File: config.mk
export PLATFORM = sky130hd
export DESIGN_NAME = frt_timer
export DESIGN_NICKNAME = d
export VERILOG_FILES = /design/src/frt_pkg.sv /design/src/frt_timer.sv
export SDC_FILE = /design/constraint.sdc
export NUM_CORES = 1
export LEC_CHECK = 0
export BUFFER_PORTS_ARGS = -buffer_cell sky130_fd_sc_hd__buf_2
export CAP_MARGIN = 20
export CORE_MARGIN = 1
export CORE_UTILIZATION = 40
export CTS_BUF_LIST = sky130_fd_sc_hd__clkbuf_16
export DETAILED_ROUTE_END_ITERATION = 6
export GPL_ROUTABILITY_DRIVEN = 0
export PLACE_DENSITY_LB_ADDON = 0.3
export SYNTH_ARGS = -nofsm -noshare
export SYNTH_HDL_FRONTEND = slang
export SYNTH_SLANG_ARGS = --single-unit
export TNS_END_PERCENT = 50
File: constraint.sdc
create_clock -name clock -period 2.7 [get_ports clock]
set_input_delay 0.405 -clock clock [delete_from_list [all_inputs] [get_ports clock]]
set_output_delay 0.405 -clock clock [all_outputs]
set_load 0.02 [all_outputs]
File: src/frt_pkg.sv
// Package for the free-running match timer: register map, field layout, carriers
package frt_pkg;
	localparam int ADDR_W = 8;
	localparam int CNT_W = 32;
	// Register byte offsets
	localparam logic [7:0] OFF_MODE = 8'h00;
	localparam logic [7:0] OFF_CTRL = 8'h04;
	localparam logic [7:0] OFF_PERIOD = 8'h08;
	localparam logic [7:0] OFF_COUNT = 8'h0C;
	localparam logic [7:0] OFF_STATUS = 8'h10;
	// Mode register fields
	localparam int MODE_MIE = 0;
	localparam int MODE_OVERFLOW_IRQ_ENABLE = 1;
	localparam int MODE_MCD = 2;
	// Control register fields
	localparam int CTRL_RUN = 0;
	localparam int CTRL_HOLD = 1;
	localparam int CTRL_CLR = 2;
	localparam int CTRL_REQ = 3;
	// Status register fields
	localparam int ST_MATCH = 0;
	localparam int ST_OVF = 1;
	localparam int ST_ACK = 2;
	// Reset values and constants
	localparam logic [31:0] RST_WORD = 32'h0000_0000;
	localparam logic [31:0] ALL_ONES = 32'hFFFF_FFFF;
	localparam logic [7:0] RST_BYTE = 8'h00;

	// Register bus request
	typedef struct packed {
		logic              wr;
		logic              rd;
		logic [ADDR_W-1:0] addr;
		logic [31:0]       wdata;
	} frt_bus_t;
endpackage : frt_pkg

File: src/frt_timer.sv
// Free-running 32-bit match timer with sticky event flags
//
// Our own choices: the register offsets and the address-and-strobe port.
`timescale 1ns/1ps
module frt_timer #(
	parameter int CNT_WIDTH = 32
) (
	// Clock and reset
	input  wire logic                      clock,
	input  wire logic                      rst_n,
	// Timer tick, synchronous to clock
	input  wire logic                      tick,
	// Register bus
	input  wire frt_pkg::frt_bus_t         bus,
	output logic [31:0]                    rdata,
	// Events
	output logic                           irq,
	output logic                           wakeup
);
	import frt_pkg::*;

	logic [7:0]           mode_q, mode_d;
	logic [3:0]           ctrl_q, ctrl_d;
	logic [31:0]          period_q, period_d;
	logic [CNT_WIDTH-1:0] cnt_q, cnt_d;
	logic [31:0]          snap_q, snap_d;
	logic                 match_q, match_d;
	logic                 ovf_q, ovf_d;
	logic                 ack_q, ack_d;
	logic [31:0]          rdata_d;
	logic                 irq_d, wake_d;
	logic                 wrMode, wrCtrl, wrPeriod, wrStatus;
	logic                 hitMatch, hitOvf, matchHold;
	logic                 countTick;

	// Address decode of a write
	function automatic logic isWr(input frt_bus_t b, input logic [7:0] off);
		return b.wr && (b.addr == off);
	endfunction : isWr

	// Counter equality against a 32-bit setting, cut to the counter width
	function automatic logic atValue(input logic [CNT_WIDTH-1:0] c, input logic [31:0] v);
		return c == CNT_WIDTH'(v);
	endfunction : atValue

	always_comb begin
		wrMode = isWr(bus, OFF_MODE);
		wrCtrl = isWr(bus, OFF_CTRL);
		wrPeriod = isWr(bus, OFF_PERIOD);
		wrStatus = isWr(bus, OFF_STATUS);
	end

	// Event detection on a counting tick; match compares the live count
	always_comb begin
		// A held counter still compares, so a held match keeps its flag set
		countTick = tick && ctrl_q[CTRL_RUN];
		hitMatch = countTick && atValue(cnt_q, period_q);
		hitOvf = countTick && atValue(cnt_q, ALL_ONES);
		// Held at zero while an uncleared match waits in clear mode
		matchHold = !mode_q[MODE_MCD] && match_q;
	end

	// Counter next value; clear wins over hold wins over counting
	always_comb begin
		cnt_d = cnt_q;
		if (ctrl_q[CTRL_CLR]) begin
			cnt_d = '0;
		end else if (hitMatch && !mode_q[MODE_MCD]) begin
			cnt_d = '0;
		end else if (matchHold) begin
			cnt_d = '0;
		end else if (countTick && !ctrl_q[CTRL_HOLD]) begin
			// Wraps to zero past all ones; the overflow flag records it
			cnt_d = cnt_q + 1'b1;
		end
	end

	// Counter register
	always_ff @(posedge clock or negedge rst_n) begin
		if (!rst_n) begin
			cnt_q <= '0;
		end else begin
			cnt_q <= cnt_d;
		end
	end

	// Setup values; only the low mode bits in use are kept
	always_comb begin
		mode_d = mode_q;
		period_d = period_q;
		if (wrMode) begin
			mode_d = {5'h00, bus.wdata[MODE_MCD:MODE_MIE]};
		end
		if (wrPeriod) begin
			period_d = bus.wdata;
		end
	end

	// Setup registers
	always_ff @(posedge clock or negedge rst_n) begin
		if (!rst_n) begin
			mode_q <= RST_BYTE;
			period_q <= RST_WORD;
		end else begin
			mode_q <= mode_d;
			period_q <= period_d;
		end
	end

	// Control bits; clear is a one-shot action
	always_comb begin
		ctrl_d = ctrl_q;
		if (wrCtrl) begin
			ctrl_d = bus.wdata[CTRL_REQ:CTRL_RUN];
		end else begin
			ctrl_d[CTRL_CLR] = 1'b0;
			// Request falls once acknowledge is up; a stale one drops it unserved
			if (ack_q) begin
				ctrl_d[CTRL_REQ] = 1'b0;
			end
		end
	end

	// Control register
	always_ff @(posedge clock or negedge rst_n) begin
		if (!rst_n) begin
			ctrl_q <= '0;
		end else begin
			ctrl_q <= ctrl_d;
		end
	end

	// Snapshot once per request, so software reads a steady word
	always_comb begin
		snap_d = snap_q;
		if (ctrl_q[CTRL_REQ] && !ack_q) begin
			snap_d = 32'(cnt_q);
		end
	end

	// Snapshot register
	always_ff @(posedge clock or negedge rst_n) begin
		if (!rst_n) begin
			snap_q <= RST_WORD;
		end else begin
			snap_q <= snap_d;
		end
	end

	// Sticky flags; a set in the same cycle beats a write-one clear
	always_comb begin
		match_d = match_q;
		ovf_d = ovf_q;
		ack_d = ack_q;
		if (wrStatus && bus.wdata[ST_MATCH]) match_d = 1'b0;
		if (wrStatus && bus.wdata[ST_OVF]) ovf_d = 1'b0;
		if (wrStatus && bus.wdata[ST_ACK]) ack_d = 1'b0;
		if (hitMatch) match_d = 1'b1;
		if (hitOvf) ovf_d = 1'b1;
		if (ctrl_q[CTRL_REQ] && !ack_q) ack_d = 1'b1;
	end

	// Flag registers
	always_ff @(posedge clock or negedge rst_n) begin
		if (!rst_n) begin
			match_q <= 1'b0;
			ovf_q <= 1'b0;
			ack_q <= 1'b0;
		end else begin
			match_q <= match_d;
			ovf_q <= ovf_d;
			ack_q <= ack_d;
		end
	end

	// Interrupt and wakeup follow the next flag values, so they change on the same clock as the flags
	always_comb begin
		irq_d = (match_d && mode_q[MODE_MIE]) || (ovf_d && mode_q[MODE_OVERFLOW_IRQ_ENABLE]);
		wake_d = match_d || ovf_d;
	end

	// Event outputs, registered so they never glitch
	always_ff @(posedge clock or negedge rst_n) begin
		if (!rst_n) begin
			irq <= 1'b0;
			wakeup <= 1'b0;
		end else begin
			irq <= irq_d;
			wakeup <= wake_d;
		end
	end

	// Read mux; data valid in the cycle after the strobe
	always_comb begin
		rdata_d = RST_WORD;
		if (bus.rd) begin
			unique case (bus.addr)
				OFF_MODE: rdata_d = {24'h00_0000, mode_q};
				OFF_CTRL: rdata_d = {28'h000_0000, ctrl_q};
				OFF_PERIOD: rdata_d = period_q;
				OFF_COUNT: rdata_d = snap_q;
				OFF_STATUS: rdata_d = {29'h0000_0000, ack_q, ovf_q, match_q};
				default: rdata_d = RST_WORD;
			endcase
		end
	end

	// Read data register
	always_ff @(posedge clock or negedge rst_n) begin
		if (!rst_n) begin
			rdata <= RST_WORD;
		end else begin
			rdata <= rdata_d;
		end
	end
endmodule : frt_timer

-- Word-level counts from Yosys, hierarchy flattened
Cells that the tools add are included.
- add/subtract/negate cells: 1
- eq/ne operators: 6
- mux-type cells: 14
- reduce and logical (&&, ||, !) cells: 25
- operators by type and width (operator ; count):
    $mux W32 ; 5
    $pmux W32 S5 ; 1
    $add A32 B1 Y32 const B ; 1
    $eq A32 B32 Y1 ; 1
    $eq A32 B32 Y1 const B ; 1
    $eq A8 B4 Y1 const B ; 2
    $logic_and A1 B1 Y1 ; 16
    $eq A8 B3 Y1 const B ; 1
    $eq A8 B5 Y1 const B ; 1
    $logic_not A8 Y1 ; 1
    $mux W1 ; 7
    $reduce_bool A2 Y1 ; 2
    $reduce_bool A4 Y1 ; 1
    $logic_not A1 Y1 ; 3
    $logic_or A1 B1 Y1 ; 2
    $mux W2 ; 1
- register bits after elaboration: 140
- input bits: 45
- output and inout bits: 34

-- Depth between registers and ports, before layout
Gate-level depths: netlist of run 1.
- depth after elaboration: 7
- mapped depth: 8
- gate-level depth less buffers: 6

-- Least setup slack after synthesis of run 1
OpenSTA, ideal clock, no wires.
- kind: input -> register
- start point: input bus[33] (netlist name)
- end point: register period_q[10]
- arrival: 1823 ps
- required time: 2575 ps
- path slack: 752 ps
- cell stages on the path: 7
- cell sequence: or3_4 > nor3_4 > and3b_1 > buf_4 > nand2_4 > buf_6 > mux2_4
- cells in the longest elaborated chain, start to end: 2
- ends and longest elaborated chain (item ; RTL line ; text):
    start, declared ; frt_timer.sv:14 ; input wire frt_pkg::frt_bus_t bus,
    $eq A8 B4 Y1 ; frt_timer.sv:38 ; return b.wr && (b.addr == off);
    $logic_and A1 B1 Y1 ; frt_timer.sv:38 ;
    end signal, assigned ; frt_timer.sv:106 ; period_q <= period_d;
    end, declared ; frt_timer.sv:24 ; logic [31:0] period_q, period_d;
No other way between the ends.
A chain may end at the register's enable or synchronous reset.

-- Worst setup path in the final report of run 1
- start point: register cnt_q[8]
- end point: register cnt_q[1]
- cells in the longest elaborated chain, start to end: 5
- elaborated cells between the ends (all ways): 6
- classes of those cells: 1 x eq/ne; 2 x mux; 3 x reduce/logical
- ends and longest elaborated chain (item ; RTL line ; text):
    start, declared ; frt_timer.sv:25 ; logic [CNT_WIDTH-1:0] cnt_q, cnt_d;
    start signal, assigned ; frt_timer.sv:83 ; cnt_q <= cnt_d;
    $eq A32 B32 Y1 * ; frt_timer.sv:43 ; return c == CNT_WIDTH'(v);
    $logic_and A1 B1 Y1 * ; frt_timer.sv:57 ; hitMatch = countTick && atValue(cnt_q, period_q);
    $logic_and A1 B1 Y1 * ; frt_timer.sv:68 ; end else if (hitMatch && !mode_q[MODE_MCD]) begin
    $mux W32 ; frt_timer.sv:68 ;
    $mux W32 ; frt_timer.sv:66 ; if (ctrl_q[CTRL_CLR]) begin
Mark *: on every way between the ends. The rest lies on a longest branch, timed or not.

==> results_dict.tcl, run 1 <==
set metrics [dict create \
    status "finished, violations left" \
    failed_checks "negative hold slack" \
    max_cap_violations 0 \
    cts_setup_buffers 0 \
    worstSetupPathType "flop to flop" \
    core-area_um2 15890 \
    synth-seq-area-share_pct 53.70 \
    period_needed_ns 2.141 \
    syn_area_per_cell_um2 11.95 \
    synth.ff_latch_count 140 \
    grt_pass1_wl_um 24780 \
    dp.cells 817 \
    nets 666 \
    grt_overflow_total 0 \
    synth_cells 546 \
    wl_per_cell_um 17.86 \
    num_rows 46 \
    place_area_um2 7122 \
    grt_antenna_before_repair 1 \
    endpoint_kind "flop" \
    clk_root_buffer_cell "clkbuf_16" \
    start_kind "flop" \
    grt_pass1_vias 4646 \
    fillers 1461 \
    cp_slowest_stage_delay_ns 0.44 \
    whs_ns -0.005224 \
    clock-sinks 140 \
    setup_viol 0 \
    clock_skew_ns 0.01108 \
    io_pins 79 \
    num_vias 4598 \
    grt_max_degree 92 \
    synth_ff_type "dfrtp_1" \
    cts_tree "built" \
    start_util_pct 41.07 \
    worst_pin_slew_ns 0.6422 \
    drc 0 \
    fp.dieH_um 129.7 \
    hold_class "input port to async pin" \
    hpwlAfterDp_um 10390 \
    setup_tns_ns 0 \
    vias_per_cell 5.416 \
    place_ws_ns 0.4395 \
    io_buffers 78 \
    ys_types 41 \
    mostFrequentLayoutCells "dfrtp_1 (140), buf_2 (77), xnor2_1 (53), mux2_2 (42), nor3_1 (41)" \
    p_per_area_nw_per_um2 614.3 \
    dieWidth_um 129.7 \
    finalMaxSlewViolations 0 \
    area_growth_pct 17.64 \
    vdd_drop_max_mv 0.4489 \
    final_area_um2 7675 \
    track_usage_pct 19.46 \
    synth-edff-count 0 \
    critPathMaxFanout 18 \
    p_leak_nw 3.643 \
    max_freq_mhz 467.0 \
    dr.pass1.iters 7 \
    final_common_cell "dfrtp_1" \
    layout_setup_ws_ns 0.5589 \
    cp_cell_sequence "xnor2_1 > nand4_1 > nor4_1 > and4_1 > buf_4 > nor3_1" \
    cts-resized-gates 0 \
    rsz0062_at_grt "false" \
    clock_path_buffers 2 \
    critical_path_arrival_ns 2.43 \
    instances_no_fill 849 \
    async_reset_ff_share_pct 100.0 \
    final_layout_size_suffix_gt1_share_pct 31.75 \
    finalHoldViolations 4 \
    htreeDepth 4 \
    wl_um 15160 \
    cts-buffers-inserted 17 \
    crit_slowest_cell "dfrtp_1" \
    yosysWarnings 0 \
    clk_latency_ns 0.42 \
    synth_area_um2 6524 \
    syn_nets 592 \
    clk_pin_slew_ns 0.06 \
    required_ns 2.99 \
    relSlewSlack_pct 57.15 \
    cts_hold_buf 0 \
    drtAntennaViolNets 0 \
    drt_iter0_markers 282 \
    dieArea_um2 16820 \
    final_util_pct 48.31 \
    period_share_pct 79.30 \
    n_antenna_cell 0 \
]
## worst max-delay path, delay by kind of cell, from the launching register on
family	cells	cell delay, ns
XOR/XNOR	1	0.41
buffers and inverters	1	0.25
flip-flops	1	0.44
AND/OR/NAND/NOR	4	0.89
## path summary, 6_finish.rpt
kind	start	endpoint	slack (ns)	cells past startpoint
min reg2reg	snap_q[28]$_DFFE_PN0P_	snap_q[28]$_DFFE_PN0P_	0.51	1
max in group asynchronous	rst_n	period_q[16]$_DFFE_PN0P_	2.20	2
min	rst_n	period_q[28]$_DFFE_PN0P_	-0.005	2
min in group clock	bus[10]	period_q[10]$_DFFE_PN0P_	0.21	2
max	cnt_q[8]$_DFFE_PN0P_	cnt_q[1]$_DFFE_PN0P_	0.56	6
max reg2reg	cnt_q[8]$_DFFE_PN0P_	cnt_q[1]$_DFFE_PN0P_	0.56	6
## cell families (layout without fill, tap and decap cells)
| group | Yosys count | in the layout | share of synthesized area, % |
|---|---|---|---|
| and+or+nand+nor | 187 | 187 | 15.48 |
| DFF | 140 | 140 | 53.70 |
| muxes | 73 | 73 | 14.31 |
| xor gates and xnor gates | 63 | 63 | 8.458 |
| AOI/OAI and AO/OA | 42 | 42 | 4.910 |
| buffers and inverters | 40 | 127 | 2.954 |
| adders and majority gates | 1 | 1 | 0.1918 |
## per-stage QoR
step	total power, mW	hold slack, ns
6_report	4.715	-0.005224
3_5_place_dp	2.581	0.4778
4_1_cts	4.757	0.03289
3_3_place_gp	2.570	0.4743
2_1_floorplan	2.428	0.1094
5_1_grt	4.889	0.04712
## Yosys cell counts (all sizes together) (2+ instances only)
library cell,instances,share of area (%)
buf,17,1.6
o21ai,4,0.31
a22oi,28,3.2
nor2,37,2.1
inv,5,0.29
a222oi,3,0.46
dfrtp,140,54
and2,3,0.29
xnor2,53,7.1
nand2,17,1.1
clkbuf,18,1.0
a22o,3,0.40
nor3,42,3.4
and4,5,0.69
and3b,2,0.27
and3,9,0.86
nand3,24,1.8
xor2,10,1.3
mux2,72,14
nor4,15,1.4
nand4,26,2.6
## flip-flops by register name, summed over array words and instances, names as in the netlist, 3 cells and up
name and cells:
rdata 32, cnt_q 32, mode_q 3, ctrl_q 4
snap_q 32, period_q 32
## cell type report
cell class,count,area [um^2],share of cell area [%]
sequential,140,3503,45.65
multi-input combinational,366,2830,36.88
timing repair buffer,90,499.2,6.505
clock buffer,17,425.4,5.543
tap,216,270.3,3.521
clock inverter,15,127.6,1.663
inverter,5,18.77,0.2445
## metal layers
metal  GRT usage (%)  part of all wire (%)  vias up
met3           4.387                   4.2       20
met5               0                 0.086        -
met4           7.524                   1.8        2
li1                -                     -     2115
met1           25.85                    45     2338
met2           31.05                    49      123
## power by group
part | leakage (nW) | total [mW] | switching [mW] | internal (mW)
Combinational | 1.45 | 0.324 | 0.179 | 0.145
Sequential | 1.94 | 2.22 | 0.0724 | 2.15
Clock | 0.254 | 2.17 | 0.912 | 1.26
(Power assumes the default switching activity.)
==> run 2: changes to the inputs <==
==> constraint.sdc (replaced) <==
create_clock -name clock -period 2.05 [get_ports clock]
set_input_delay 0.3075 -clock clock [delete_from_list [all_inputs] [get_ports clock]]
set_output_delay 0.3075 -clock clock [all_outputs]
set_load 0.02 [all_outputs]
==> run 2 against run 1 <==
Compared with the run above: the run now ends clean; cell area up 4.0%; die area is the same; critical endpoint is now cnt_q[17]$_DFFE_PN0P_; utilization rose by 1.9 points; largest cell class unchanged; clock power grew 43%; highest routed layer unchanged; combinational power grew 50%; first-iteration DRC count up 32%; sequential power increased by 31%.
==> results_dict.tcl, run 2 (synthesized netlist as in run 1, its figures left out) <==
set metrics [dict create \
    grt_pass1_vias 4772 \
    dieWidth_um 129.7 \
    cp_top_family "simple AND/OR/NAND/NOR gates" \
    grt_max_degree 51 \
    vias_per_cell 5.300 \
    critPathMaxFanout 11 \
    clock_path_buffers 2 \
    rsz0062_at_grt "false" \
    grt_antenna_before_repair 1 \
    holdPathStages 2 \
    p_per_area_nw_per_um2 813.1 \
    p_leak_nw 3.817 \
    clock_skew_ns 0.01650 \
    reg2reg_depth 6 \
    clock-sinks 140 \
    final_util_pct 50.25 \
    start_kind "flop" \
    instances_no_fill 873 \
    place_ws_ns 0.04061 \
    dr.pass1.iters 5 \
    endpoint_kind "flop" \
    drc 0 \
    io_pins 79 \
    setup_tns_ns 0 \
    drtAntennaViolNets 0 \
    grt_pass1_wl_um 24980 \
    start_util_pct 41.07 \
    required_ns 2.35 \
    final_area_um2 7983 \
    cp_slowest_stage_delay_ns 0.41 \
    htreeDepth 4 \
    cts-buffers-inserted 17 \
    drt_iter0_markers 373 \
    max_freq_mhz 506.5 \
    cp_cell_sequence "xnor2_1 > nand4_1 > nor4_2 > and4_1 > buf_4 > nor3_1" \
    track_usage_pct 19.90 \
    grt_overflow_total 0 \
    dp.cells 841 \
    area_growth_pct 22.36 \
    wl_per_cell_um 17.94 \
    max_cap_violations 0 \
    period_share_pct 96.31 \
    final_common_cell "dfrtp_1" \
    num_vias 4627 \
    finalHoldViolations 0 \
    fp.dieH_um 129.7 \
    dieArea_um2 16820 \
    crit_slowest_cell "dfrtp_1" \
    worst_pin_slew_ns 0.4731 \
    setup_viol 0 \
    hpwlAfterDp_um 11150 \
    status "completed" \
    period_needed_ns 1.974 \
    hold_class "input port to flop" \
    cts_tree "built" \
    clk_root_buffer_cell "clkbuf_16" \
    critical_path_arrival_ns 2.27 \
    critPathBufInv 1 \
    clk_latency_ns 0.44 \
    worstSetupPathType "flop to flop" \
    fillers 1450 \
    cts_setup_buffers 0 \
    mostFrequentLayoutCells "dfrtp_1 (140), buf_2 (77), xnor2_1 (47), mux2_2 (42), nor3_1 (41)" \
    layout_setup_ws_ns 0.07555 \
    n_antenna_cell 0 \
    relSlewSlack_pct 68.46 \
    core-area_um2 15890 \
    clk_pin_slew_ns 0.06 \
    place_area_um2 7327 \
    vdd_drop_max_mv 0.5688 \
    io_buffers 78 \
    wl_um 15670 \
    final_layout_size_suffix_gt1_share_pct 35.01 \
    finalMaxSlewViolations 0 \
    crit_cells 6 \
    num_rows 46 \
    nets 691 \
]
## run 2: cell types whose count changed in the layout (fill, tap and decap cells not counted), sizes merged
cell	delta
bufinv	+2
clkinvlp	-4
buf	+24
dlygate4sd3	+1
inv	+2
clkinv	-1
## run 2: final cells by class
cell class | count | area, um^2 | share of cell area, %
clock buffer | 17 | 425.4 | 5.329
multi-input combinational | 366 | 2882 | 36.10
inverter | 5 | 18.77 | 0.2351
tap | 216 | 270.3 | 3.386
timing repair buffer | 115 | 714.4 | 8.950
clock inverter | 14 | 168.9 | 2.116
sequential | 140 | 3503 | 43.89
## run 2: metal layers
metal  GRT usage (%)  part of all wire [%]
met1           25.54                    45
met3           5.330                   4.3
met2           31.58                    47
met4           8.960                   2.8
met5               0                 0.070
## run 2: worst paths after layout
kind,startpoint,endpoint,slack (ns)
max,period_q[30]$_DFFE_PN0P_,cnt_q[17]$_DFFE_PN0P_,0.08
min,bus[11],period_q[11]$_DFFE_PN0P_,0.1
max reg2reg,period_q[30]$_DFFE_PN0P_,cnt_q[17]$_DFFE_PN0P_,0.08
min reg2reg,snap_q[0]$_DFFE_PN0P_,snap_q[0]$_DFFE_PN0P_,0.51
max in group asynchronous,rst_n,rdata[4]$_DFF_PN0_,1.05
min in group asynchronous,rst_n,snap_q[27]$_DFFE_PN0P_,0.39
## run 2: where the power goes
part | switching (mW) | internal, mW
logic | 0.267 | 0.218
clock network | 1.19 | 1.90
registers | 0.0784 | 2.83
## run 2: worst reg2reg max path: cells and delay by family, from the launching register on
| family | cells | cell delay (ns) |
|---|---|---|
| AND/OR/NAND/NOR | 4 | 0.81 |
| buffers and inverters | 1 | 0.21 |
| XOR/XNOR | 1 | 0.42 |
| flip-flops | 1 | 0.41 |
## run 2: through the flow
stage                     total power [mW]  hold WS, ns
after floorplan                      3.198      0.01191
after global placement               3.411       0.2828
after detailed placement             3.427       0.2775
after CTS                            6.533      0.09587
after global routing                 6.731      0.09292
final                                6.491      0.09782
## run 2: timing repair
item | in CTS | in global routing
setup endpoints to repair | 0 | 32
gates resized for setup | 0 | 7
endpoints found under the hold margin | 48 | 0
hold buffers | 1 | 0
==> run 3: changes to the inputs <==
==> constraint.sdc (replaced) <==
create_clock -name clock -period 2 [get_ports clock]
set_input_delay 0.3 -clock clock [delete_from_list [all_inputs] [get_ports clock]]
set_output_delay 0.3 -clock clock [all_outputs]
set_load 0.02 [all_outputs]
==> run 3 against run 2 <==
Compared with the run above: combinational power grew 8.0%; wire length increased by 2.7%; sequential share of layout area decreased by 1.2 points; critical path type unchanged.
==> results_dict.tcl, run 3 (synthesized netlist as in run 1, its figures left out) <==
set metrics [dict create \
    vias_per_cell 5.383 \
    status "completed" \
    finalMaxSlewViolations 0 \
    max_cap_violations 0 \
    worst_pin_slew_ns 0.5050 \
    drtAntennaViolNets 0 \
    rsz0062_at_grt "true" \
    holdPathStages 2 \
    start_kind "flop" \
    area_growth_pct 25.83 \
    drt_iter0_markers 322 \
    hpwlAfterDp_um 11370 \
    vdd_drop_max_mv 0.5967 \
    relSlewSlack_pct 66.08 \
    p_sw_share_pct 23.23 \
    dp.cells 852 \
    grt_pass1_vias 4880 \
    dieWidth_um 129.7 \
    hold_end "period_q[8]$_DFFE_PN0P_" \
    cts_setup_buffers 0 \
    clk_latency_ns 0.42 \
    period_share_pct 97.35 \
    min_from "bus[8]" \
    clk_root_buffer_cell "clkbuf_16" \
    grt_max_degree 50 \
    fp.dieH_um 129.7 \
    core-area_um2 15890 \
    max_freq_mhz 513.6 \
    track_usage_pct 20.37 \
    grt_pass1_wl_um 25940 \
    reg2reg_depth 6 \
    r2r_end "cnt_q[25]$_DFFE_PN0P_" \
    final_layout_size_suffix_gt1_share_pct 38.77 \
    instances_no_fill 884 \
    critPathMaxFanout 6 \
    final_common_cell "dfrtp_1" \
    drc 0 \
    p_comb_share_pct 7.9 \
    clock_path_buffers 2 \
    clk_pin_slew_ns 0.06 \
    dr.pass1.iters 4 \
    wl_per_cell_um 18.20 \
    clock-sinks 140 \
    p_sw_mw 1.536 \
    critical_path_arrival_ns 2.23 \
    hold_class "input port to flop" \
    final_util_pct 51.68 \
    clock_skew_ns 0.009908 \
    start_util_pct 41.07 \
    setup_viol 0 \
    mostFrequentLayoutCells "dfrtp_1 (139), buf_2 (77), mux2_2 (42), buf_4 (42), nor3_1 (41)" \
    sequentialPowerShare_pct 45.2 \
    grt_overflow_total 0 \
    worstSetupPathType "flop to flop" \
    htreeDepth 4 \
    p_per_area_nw_per_um2 805.4 \
    cts-buffers-inserted 17 \
    num_rows 46 \
    finalHoldViolations 0 \
    clkPwrFrac_pct 46.9 \
    cts_tree "built" \
    required_ns 2.29 \
    endpoint_kind "flop" \
    rrSetupSlack_ns 0.05 \
    dieArea_um2 16820 \
    num_vias 4759 \
    io_pins 79 \
    p_int_mw 5.076 \
    nets 702 \
    n_antenna_cell 0 \
    grt_antenna_before_repair 1 \
    wl_um 16090 \
    io_buffers 78 \
    r2r_start "cnt_q[2]$_DFFE_PN0P_" \
    p_leak_nw 3.900 \
    period_needed_ns 1.947 \
]
-- run 3: metal layers --
metal  GRT usage (%)  part of all wire [%]  vias up
met5               0                 0.075        -
met3           4.674                   4.8       25
met1           26.87                    45     2397
met4           7.250                   1.7        2
li1                -                     -     2200
met2           32.93                    49      135
-- run 3: critical path, stage by stage, from the launching register on --
cell and delay [ns]:
dfrtp_1 0.52, and4b_1 0.27, nand2_1 0.25, buf_4 0.25
nor4_1 0.27, xnor2_1 0.18, nor3_1 0.07
-- run 3: layout make-up --
type / count / area (um^2)
clock buffer: 17 / 425.4
clock inverter: 14 / 152.6
fill: 1408 / 7676
inverter: 5 / 18.77
multi-input combinational: 366 / 3015
sequential: 140 / 3505
tap: 216 / 270.3
timing repair buffer: 126 / 822.0
-- run 3: power groups by stage --
stage          clock network [mW]  logic, mW  registers [mW]
2_1_floorplan                   0      0.277            3.00
3_3_place_gp                    0      0.481            3.02
3_5_place_dp                    0      0.495            3.03
4_1_cts                      3.16      0.500            2.98
5_1_grt                      3.28      0.577            2.99
6_report                     3.10      0.525            2.99
-- run 3: worst max-delay path by stage --
| stage | start | end | slack [ns] | cells past startpoint |
|---|---|---|---|---|
| after global routing | cnt_q[13]$_DFFE_PN0P_ | cnt_q[25]$_DFFE_PN0P_ | -0.01 | 5 |
| after floorplan | cnt_q[10]$_DFFE_PN0P_ | cnt_q[0]$_DFFE_PN0P_ | 0.14 | 8 |
| after detailed placement | cnt_q[7]$_DFFE_PN0P_ | cnt_q[31]$_DFFE_PN0P_ | 0.005 | 6 |
| after global placement | bus[36] | irq$_DFF_PN0_ | -0.003 | 6 |
| final | cnt_q[2]$_DFFE_PN0P_ | cnt_q[25]$_DFFE_PN0P_ | 0.05 | 6 |
| after CTS | period_q[28]$_DFFE_PN0P_ | cnt_q[27]$_DFFE_PN0P_ | 0.008 | 6 |
-- run 3: per-stage QoR --
stage	power, mW	instance area [um^2]	setup WS (ns)	setup TNS [ns]	hold slack (ns)
2_1_floorplan	3.278	6524	0.1423	0	0.004409
3_3_place_gp	3.502	7435	-0.002937	-0.002937	0.2751
3_5_place_dp	3.522	7435	0.005099	0	0.2822
4_1_cts	6.638	8030	0.008340	0	0.08622
5_1_grt	6.855	8209	-0.01171	-0.01171	0.08954
6_report	6.611	8209	0.05301	0	0.1045
-- run 3: repair_timing --
action / 4_1_cts / 5_1_grt
setup endpoints to repair: 23 / 32
pin swaps: 0 / 2
hold buffers: 1 / 0
hold endpoints to repair: 44 / 0
resized for setup: 1 / 27
